==> src/hdl/lsm_pkg.sv <==
// Operation
// - load returns one aligned register-wide element
// - lanes from low address bits and size
// - access resolved by policy and source
// - uncached load reads only referenced bytes
// - cached miss fills aligned block, element minimum
// - store changes only selected byte lanes
// - size code is byte count minus one
// - prefetch never changes visible state
// - sync orders loads and stores globally
// - object address is its lowest byte
// - byte order is memory endianness xor flip
package lsm_pkg;
   localparam int ELEM_BYTES = 8;              // register-wide element, 64 bits
   localparam int ELEM_BITS = 64;
   localparam int ADDR_BITS = 32;
   localparam int LANE_BITS = 3;               // low address bits picking a lane
   localparam int BLOCK_WORDS = 4;             // cached fill block, in elements
   localparam logic [2:0] SIZE_BYTE = 3'h0;
   localparam logic [2:0] SIZE_HALF = 3'h1;
   localparam logic [2:0] SIZE_TRIPLE = 3'h2;
   localparam logic [2:0] SIZE_WORD = 3'h3;
   localparam logic [2:0] SIZE_QUINT = 3'h4;
   localparam logic [2:0] SIZE_SEXT = 3'h5;
   localparam logic [2:0] SIZE_SEPT = 3'h6;
   localparam logic [2:0] SIZE_DOUBLE = 3'h7;
   localparam logic [2:0] POLICY_UNCACHED = 3'h2; // coherence policy code for uncached
   localparam logic [1:0] OP_LOAD = 2'h0;
   localparam logic [1:0] OP_STORE = 2'h1;
   localparam logic [1:0] OP_PREFETCH = 2'h2;
   localparam logic [1:0] OP_SYNC = 2'h3;
   localparam logic [1:0] FILL_CNT_LAST = 2'h3; // last element index of a fill
   typedef enum {ST_IDLE, ST_MEM, ST_FILL, ST_DRAIN} lsm_state_t;

   // byte count minus one gives enable mask starting at lane 0
   function automatic logic [7:0] lsmSizeMask(input logic [2:0] code);
      lsmSizeMask = 8'hff >> (3'h7 - code);
   endfunction
endpackage

==> src/hdl/lsm_mem_if.sv <==
// request and answer between the unit and its lane picker
interface lsm_mem_if;
   logic [2:0] lowAddr;
   logic [2:0] access_size_code;
   logic load_store_big_endian;
   logic [7:0] laneMask;
   modport unit (output lowAddr, output access_size_code, output load_store_big_endian, input laneMask);
   modport picker (input lowAddr, input access_size_code, input load_store_big_endian, output laneMask);
endinterface

==> src/hdl/lsm_lane_pick.sv <==
// combinational byte-lane selection
module lsm_lane_pick (
   lsm_mem_if.picker lp
);
   logic [7:0] baseMask;
   logic [7:0] lsbMask;
   logic [3:0] hiLane;

   // lanes covered, from lowest address byte upward
   always_comb begin
      baseMask = lsm_pkg::lsmSizeMask(lp.access_size_code);
      lsbMask = baseMask << lp.lowAddr;
      hiLane = 4'h7 - ({1'b0, lp.lowAddr} + {1'b0, lp.access_size_code});
      // big endian: lowest address is the most significant lane
      if (lp.load_store_big_endian) begin
         lp.laneMask = baseMask << hiLane[2:0];
      end else begin
         lp.laneMask = lsbMask;
      end
   end
endmodule

==> src/hdl/lsm_unit.sv <==
// load/store memory access port
module lsm_unit (
   // clock and reset
   input wire logic clk_sys,
   input wire logic rst,
   input wire logic clkEn,
   // endianness configuration
   input wire logic memory_big_endian,
   input wire logic user_endian_flip,
   // pipeline request
   input wire logic reqValid,
   input wire logic [1:0] reqOp,
   input wire logic [lsm_pkg::ADDR_BITS-1:0] virtual_addr,
   input wire logic [lsm_pkg::ADDR_BITS-1:0] physAddr,
   input wire logic [2:0] coherence_policy,
   input wire logic instr_or_data_sel,
   input wire logic [2:0] access_size_code,
   input wire logic [lsm_pkg::ELEM_BITS-1:0] storeData,
   output logic reqReady,
   // pipeline answer
   output logic rspValid,
   output logic [lsm_pkg::ELEM_BITS-1:0] loadElem,
   output logic [7:0] loadLanes,
   // memory side
   output logic memReq,
   output logic memWrite,
   output logic memFill,
   output logic memSync,
   output logic memInstr,
   output logic [lsm_pkg::ADDR_BITS-1:0] memAddr,
   output logic [7:0] memByteEn,
   output logic [lsm_pkg::ELEM_BITS-1:0] memWdata,
   input wire logic memAck,
   input wire logic [lsm_pkg::ELEM_BITS-1:0] memRdata,
   // cache side
   input wire logic cacheHit,
   input wire logic [lsm_pkg::ELEM_BITS-1:0] cacheRdata,
   output logic cacheFillWe,
   output logic [lsm_pkg::ADDR_BITS-1:0] cacheFillAddr,
   output logic [lsm_pkg::ELEM_BITS-1:0] cacheFillData
);
   // lane picker interface, driven from the live request pins
   lsm_mem_if lane ();
   lsm_pkg::lsm_state_t state_q;
   logic bigEndian;                      // effective load/store order
   logic uncached;
   logic [1:0] fillCnt_q;                // element within fill block
   logic [7:0] reqLanes_q;               // lanes of pending load
   // request captured at the taking edge
   logic [lsm_pkg::ADDR_BITS-1:0] reqAddr_q;
   logic [2:0] reqSize_q;

   // effective order and policy decode from live request pins
   assign bigEndian = memory_big_endian ^ user_endian_flip;
   assign uncached = coherence_policy == lsm_pkg::POLICY_UNCACHED;
   assign lane.lowAddr = physAddr[lsm_pkg::LANE_BITS-1:0];
   assign lane.access_size_code = access_size_code;
   assign lane.load_store_big_endian = bigEndian;

   // lane choice is combinational so a hit answers next cycle
   // the same mask serves the load answer and the store enables
   lsm_lane_pick picker (
      .lp(lane)
   );

   // sequencer; one request at a time keeps order trivially global
   always_ff @(posedge clk_sys) begin
      if (rst) begin
         // nothing owed to memory or pipeline after reset
         state_q <= lsm_pkg::ST_IDLE;
         reqReady <= 1'b0;
         rspValid <= 1'b0;
         loadElem <= 64'h0;
         loadLanes <= 8'h00;
         memReq <= 1'b0;
         memWrite <= 1'b0;
         memFill <= 1'b0;
         memSync <= 1'b0;
         memInstr <= 1'b0;
         memAddr <= 32'h0;
         memByteEn <= 8'h00;
         memWdata <= 64'h0;
         fillCnt_q <= 2'h0;
         reqLanes_q <= 8'h00;
         reqAddr_q <= 32'h0;
         reqSize_q <= 3'h0;
      end else if (clkEn) begin
         // answer pulse falls unless set again below
         rspValid <= 1'b0;
         case (state_q)
            lsm_pkg::ST_IDLE: begin
               // ready stays up while idle; hits and prefetches keep it
               reqReady <= 1'b1;
               if (reqValid && reqReady) begin
                  reqReady <= 1'b0;
                  reqAddr_q <= physAddr;
                  reqSize_q <= access_size_code;
                  reqLanes_q <= lane.laneMask;
                  memInstr <= instr_or_data_sel;
                  case (reqOp)
                     lsm_pkg::OP_LOAD: begin
                        if (!uncached && cacheHit) begin
                           // hit answers at once, whole aligned element
                           rspValid <= 1'b1;
                           loadElem <= cacheRdata;
                           loadLanes <= lane.laneMask;
                           reqReady <= 1'b1;
                        end else if (uncached) begin
                           // only referenced bytes are fetched
                           memReq <= 1'b1;
                           memWrite <= 1'b0;
                           memFill <= 1'b0;
                           memAddr <= {physAddr[31:3], 3'h0};
                           memByteEn <= lane.laneMask;
                           state_q <= lsm_pkg::ST_MEM;
                        end else begin
                           // miss: fill an aligned block of elements
                           memReq <= 1'b1;
                           memWrite <= 1'b0;
                           memFill <= 1'b1;
                           memAddr <= {physAddr[31:5], 5'h0};
                           memByteEn <= 8'hff;
                           fillCnt_q <= 2'h0;
                           state_q <= lsm_pkg::ST_FILL;
                        end
                     end
                     lsm_pkg::OP_STORE: begin
                        // unused lanes pass through, enables keep memory safe
                        memReq <= 1'b1;
                        memWrite <= 1'b1;
                        memFill <= 1'b0;
                        memAddr <= {physAddr[31:3], 3'h0};
                        memByteEn <= lane.laneMask;
                        memWdata <= storeData;
                        state_q <= lsm_pkg::ST_MEM;
                     end
                     lsm_pkg::OP_PREFETCH: begin
                        // advisory: dropped, no visible state touched
                        reqReady <= 1'b1;
                     end
                     default: begin
                        // sync waits until memory confirms all prior effects
                        memReq <= 1'b1;
                        memSync <= 1'b1;
                        memWrite <= 1'b0;
                        memFill <= 1'b0;
                        memByteEn <= 8'h00;
                        state_q <= lsm_pkg::ST_DRAIN;
                     end
                  endcase
               end
            end
            lsm_pkg::ST_MEM: begin
               // waits for the one ack of an uncached load or a store
               if (memAck) begin
                  memReq <= 1'b0;
                  reqReady <= 1'b1;
                  state_q <= lsm_pkg::ST_IDLE;
                  // every finished access is answered, stores too
                  rspValid <= 1'b1;
                  if (!memWrite) begin
                     loadElem <= memRdata;
                     loadLanes <= reqLanes_q;
                  end
               end
            end
            lsm_pkg::ST_FILL: begin
               // four beats, address steps one element per ack
               if (memAck) begin
                  // requested element forwarded when it passes
                  if (memAddr[4:3] == reqAddr_q[4:3]) begin
                     rspValid <= 1'b1;
                     loadElem <= memRdata;
                     loadLanes <= reqLanes_q;
                  end
                  if (fillCnt_q == lsm_pkg::FILL_CNT_LAST) begin
                     memReq <= 1'b0;
                     memFill <= 1'b0;
                     reqReady <= 1'b1;
                     state_q <= lsm_pkg::ST_IDLE;
                  end else begin
                     fillCnt_q <= fillCnt_q + 2'h1;
                     memAddr <= memAddr + 32'h8;
                  end
               end
            end
            lsm_pkg::ST_DRAIN: begin
               // pipeline stalls until memory reports all earlier effects visible
               if (memAck) begin
                  memReq <= 1'b0;
                  memSync <= 1'b0;
                  reqReady <= 1'b1;
                  // completion pulse lets the pipeline resume in order
                  rspValid <= 1'b1;
                  state_q <= lsm_pkg::ST_IDLE;
               end
            end
            default: begin
               // unreachable encodings fall back to idle
               state_q <= lsm_pkg::ST_IDLE;
            end
         endcase
      end
   end

   // fill write port toward the cache, one pulse per returned element
   always_ff @(posedge clk_sys) begin
      if (rst) begin
         cacheFillWe <= 1'b0;
         cacheFillAddr <= 32'h0;
         cacheFillData <= 64'h0;
      end else if (clkEn) begin
         cacheFillWe <= state_q == lsm_pkg::ST_FILL && memAck;
         // data and address only move on a beat, so they hold for the cache
         if (state_q == lsm_pkg::ST_FILL && memAck) begin
            cacheFillAddr <= memAddr;
            cacheFillData <= memRdata;
         end
      end
   end
endmodule

==> config.mk <==
export PLATFORM = sky130hd
export DESIGN_NAME = lsm_unit
export DESIGN_NICKNAME = d
export VERILOG_FILES = /design/src/hdl/lsm_pkg.sv /design/src/hdl/lsm_mem_if.sv /design/src/hdl/lsm_lane_pick.sv /design/src/hdl/lsm_unit.sv
export SDC_FILE = /design/constraint.sdc
export NUM_CORES = 1
export LEC_CHECK = 0
export BUFFER_PORTS_ARGS = -buffer_cell sky130_fd_sc_hd__buf_2
export CAP_MARGIN = 30
export CORE_AREA = 3 3 215 217
export CTS_CLUSTER_DIAMETER = 30
export CTS_CLUSTER_SIZE = 28
export DETAILED_ROUTE_END_ITERATION = 8
export DIE_AREA = 0 0 218 220
export GPL_ROUTABILITY_DRIVEN = 0
export MAX_ROUTING_LAYER = met4
export SLEW_MARGIN = 20
export SYNTH_ARGS = -nofsm -noshare
export SYNTH_HDL_FRONTEND = slang
export SYNTH_SLANG_ARGS = --single-unit
export TNS_END_PERCENT = 50
==> constraint.sdc <==
create_clock -name clk_sys -period 3.85 [get_ports clk_sys]
set_clock_uncertainty 0.1 [all_clocks]
set_input_delay 1.155 -clock clk_sys [delete_from_list [all_inputs] [get_ports clk_sys]]
set_output_delay 1.155 -clock clk_sys [all_outputs]
set_load 0.03 [all_outputs]
==> tab_implementation.tex <==
\begin{tabular}{lr}
\hline
Metric & Value \\
\hline
\multicolumn{2}{l}{\textbf{Worst setup path}} \\
FF-to-FF path depth & 8 \\
Req. time, crit path & 4.19 ns \\
R2r startpoint & state\_q[1] \\
Worst R2R End & loadElem[59] \\
Worst setup slack for register-to-register paths & 1.10 ns \\
Endpoint type of the worst setup path & flop \\
Worst EP arrival & 3.51 ns \\
WS Path Type & in -> reg \\
Highest fanout seen on the critical path & 8 \\
Startpoint class of the critical path & primary input \\
\multicolumn{2}{l}{\textbf{Global route}} \\
Number of antenna violations at the first check in global routing & 7 \\
Largest net degree at the start of global routing & 104 \\
Global-route wire length before repair & 66,600 µm \\
Total Routing Usage GR & 0.179 \\
Via count of the first global-routing pass & 12.2k \\
Global-route congestion overflow total & 0 \\
\multicolumn{2}{l}{\textbf{Floorplan}} \\
Die boundary height & 220 µm \\
I/O pin count & 553 \\
Die Outline Area & 0.0480 mm² \\
Horizontal die dimension & 218 µm \\
Effective utilization at floorplan & 0.277 \\
Rows & 77 \\
Area of the core & 0.0443 mm² \\
\multicolumn{2}{l}{\textbf{Status}} \\
Run status & finished, final reports clean \\
\multicolumn{2}{l}{\textbf{Worst hold path}} \\
Hold worst-path end & memByteEn[1] \\
Number of instances on the worst hold path & 2 \\
Hold WC Path Type & reg -> reg \\
Hold Path Origin & memByteEn[1] \\
\multicolumn{2}{l}{\textbf{Synth}} \\
Proportion of synthesized chip area in sequential cells & 0.470 \\
Area fraction of the dominant cell type after synthesis & 0.470 \\
Async SR Flop Fraction & 0 \\
Cells taking the most area after synthesis & sky130\_fd\_sc\_hd\_\_dfxtp\_1 (47\%), sky130\_fd\_sc\_hd\_\_nand2\_1 (12\%), sky130\_fd\_sc\_hd\_\_a21oi\_1 (8.2\%) \\
Flops \& latches, synth & 288 \\
Number of synthesized flops with an enable pin & 0 \\
Unique cell type count in the Yosys netlist & 70 \\
Average cell area after synthesis & 8.07 µm² \\
Top flip-flop cell by instance count after synthesis & sky130\_fd\_sc\_hd\_\_dfxtp\_1 \\
Leading area contributor after synthesis & sky130\_fd\_sc\_hd\_\_dfxtp\_1 \\
Cell count after synthesis & 1,521 \\
Number of warnings issued by yosys & 0 \\
Area of the mapped netlist & 0.0123 mm² \\
\multicolumn{2}{l}{\textbf{STA}} \\
Slew HR & 0.536 \\
Final hold violation count & 0 \\
Final critical path time including I/O delays and setup & 3.17 ns \\
Post-Route Setup TNS & 0 ns \\
Slew at the pin closest to its max-slew limit & 0.690 ns \\
Setup repair after global routing missed its margin & false \\
Fmax & 315 MHz \\
Pins over their slew limit & 0 \\
Final cycle utilization of the critical path & 0.824 \\
Worst Hold Margin & 0.344 ns \\
Number of endpoints failing setup at the final stage & 0 \\
\multicolumn{2}{l}{\textbf{Clock tree}} \\
Cells resized by post-CTS repair & 0 \\
CTS tree & done \\
Clock latency on the worst-skew pair & 0.58 ns \\
Post-CTS Repair Setup Buffers & 0 \\
Number of H-tree levels & 3 \\
Number of hold buffers added after CTS & 0 \\
Number of buffers created by CTS & 78 \\
Num Clock Sinks & 288 \\
CTS root buffer & sky130\_fd\_sc\_hd\_\_clkbuf\_16 \\
Clock transition at the registers of the reported paths & 0.05 ns \\
Clk buf depth & 3 \\
\multicolumn{2}{l}{\textbf{Detailed routing}} \\
Count of vias placed by the detailed router & 12.8k \\
Mean number of vias per cell & 4.76 \\
1st-pass router iterations & 5 \\
Remaining antenna violation count & 0 \\
Initial DRC count & 729 \\
Total wirelength of the detailed-routed design & 44,600 µm \\
DR DRC count & 0 \\
Routed WL per cell & 16.6 µm \\
\multicolumn{2}{l}{\textbf{Place}} \\
PortBufs & 514 \\
Sum of net half-perimeters after detailed placement & 31,600 µm \\
\multicolumn{2}{l}{\textbf{Power and ir drop}} \\
Maximum ir drop on the vdd rail & 346 µV \\
Power density of the placed cells & 608 mW/mm² \\
Overall power consumption & 11.1 mW \\
Leakage power summed over all cells & 7.73 nW \\
\multicolumn{2}{l}{\textbf{Run}} \\
Maxcap violations & 0 \\
\multicolumn{2}{l}{\textbf{Layout}} \\
Post-layout net count & 2,305 \\
Area growth syn-to-layout & 48.9\% \\
Share of layout cells above drive strength 1 & 0.340 \\
\hline
\end{tabular}
[sequential cells by signal, summed over array words and instances, names as in the netlist, 2 cells and up]
signal         flops
cacheFillData     64
loadElem          64
memWdata          64
cacheFillAddr     29
memAddr           29
loadLanes          8
memByteEn          8
reqLanes_q         8
fillCnt_q          2
reqAddr_q          2
state_q            2
[worst max-delay path, cell delays in order]
cell and delay [ns]:
sky130_fd_sc_hd__buf_2 0.13, sky130_fd_sc_hd__ha_1 0.21, sky130_fd_sc_hd__fa_1 0.37, sky130_fd_sc_hd__and2b_2 0.23, sky130_fd_sc_hd__or4_4 0.49, sky130_fd_sc_hd__nand2_1 0.27, sky130_fd_sc_hd__nor2_1 0.10, sky130_fd_sc_hd__o32ai_2 0.39
sky130_fd_sc_hd__o211ai_1 0.15
[cells in the mapped netlist, types with 6 or more instances]
| cell | count |
|---|---|
| sky130_fd_sc_hd__a211oi_1 | 83 |
| sky130_fd_sc_hd__a21oi_1 | 201 |
| sky130_fd_sc_hd__a22oi_1 | 9 |
| sky130_fd_sc_hd__and3_1 | 6 |
| sky130_fd_sc_hd__buf_2 | 17 |
| sky130_fd_sc_hd__buf_4 | 9 |
| sky130_fd_sc_hd__clkbuf_1 | 94 |
| sky130_fd_sc_hd__dfxtp_1 | 288 |
| sky130_fd_sc_hd__ha_1 | 8 |
| sky130_fd_sc_hd__inv_1 | 15 |
| sky130_fd_sc_hd__mux2i_1 | 73 |
| sky130_fd_sc_hd__nand2_1 | 384 |
| sky130_fd_sc_hd__nand3_1 | 20 |
| sky130_fd_sc_hd__nor2_1 | 117 |
| sky130_fd_sc_hd__nor2b_1 | 6 |
| sky130_fd_sc_hd__nor3_1 | 16 |
| sky130_fd_sc_hd__nor4_1 | 6 |
| sky130_fd_sc_hd__o21ai_0 | 44 |
| sky130_fd_sc_hd__o31ai_1 | 12 |
| sky130_fd_sc_hd__or2_2 | 6 |
| sky130_fd_sc_hd__or3_1 | 6 |
[layout make-up]
class	instances	area (µm²)
antenna	7	17.5
clock buffer	105	2240
clock inverter	39	593
fill	4538	26000
inverter	15	56.3
multi-input combinational	1096	5980
sequential	288	5770
tap	592	741
timing repair buffer	544	2900
[routing by layer]
layer	GRT usage	part of all wire
met4	0.0711	0.030
met3	0.0527	0.067
met2	0.288	0.49
met5	-	0
met1	0.210	0.41
[cells in the final DEF, fill, tap and decap left out, types with 8 or more instances in the layout]
cell / count
sky130_fd_sc_hd__o31ai_1: 12
sky130_fd_sc_hd__a21oi_1: 201
sky130_fd_sc_hd__clkinvlp_4: 8
sky130_fd_sc_hd__inv_1: 15
sky130_fd_sc_hd__nand2_1: 384
sky130_fd_sc_hd__nand3_1: 19
sky130_fd_sc_hd__buf_2: 513
sky130_fd_sc_hd__clkbuf_8: 14
sky130_fd_sc_hd__nor2_1: 116
sky130_fd_sc_hd__bufinv_16: 13
sky130_fd_sc_hd__buf_4: 23
sky130_fd_sc_hd__clkbuf_1: 11
sky130_fd_sc_hd__nor3_1: 16
sky130_fd_sc_hd__clkbuf_16: 80
sky130_fd_sc_hd__o21ai_0: 44
sky130_fd_sc_hd__a211oi_1: 83
sky130_fd_sc_hd__dfxtp_1: 288
sky130_fd_sc_hd__a22oi_1: 9
sky130_fd_sc_hd__mux2i_1: 73
[how the worst max path moves through the flow]
stage | cells after the start | start | slack, ns | endpoint
2_1_floorplan | 8 | physAddr[0] | 0.40 | memByteEn[6]
3_3_place_gp | 9 | physAddr[0] | 0.15 | memByteEn[6]
3_5_place_dp | 9 | physAddr[0] | 0.12 | memByteEn[6]
4_1_cts | 9 | physAddr[0] | 0.73 | memByteEn[6]
5_1_grt | 9 | physAddr[0] | 0.52 | memByteEn[6]
6_report | 9 | physAddr[0] | 0.68 | memByteEn[6]
[cell families (layout without fill, tap and decap cells)]
kind of cell               count (synthesis)  count (layout)  synth area share
xor gates and xnor gates                   5               5           0.00418
muxes                                     78              78            0.0643
adders and majority gates                 11              11            0.0114
other                                      1              13          0.000305
buffers and inverters                    142             703            0.0489
DFF                                      288             288             0.470
and+or+nand+nor                          597             597             0.202
AOI/OAI and AO/OA                        399             399             0.200
[power by group]
| group | switching [mW] | internal (mW) |
|---|---|---|
| sequential | 0.0643 | 3.08 |
| combinational | 0.694 | 0.414 |
| clock | 1.94 | 4.93 |
| total | 2.69 | 8.42 |
[per-stage QoR]
step                      worst slack (ns)  cell area [µm²]  std cells  utilization
final                                0.678            18300       2686        0.413
after global routing                 0.517            18300       2686        0.413
after CTS                            0.729            18300       2679        0.412
after detailed placement             0.120            15400       2535        0.348
after global placement               0.153            15400       2534        0.348
after floorplan                      0.403            12300       1526            -
(Power assumes the default switching activity.)
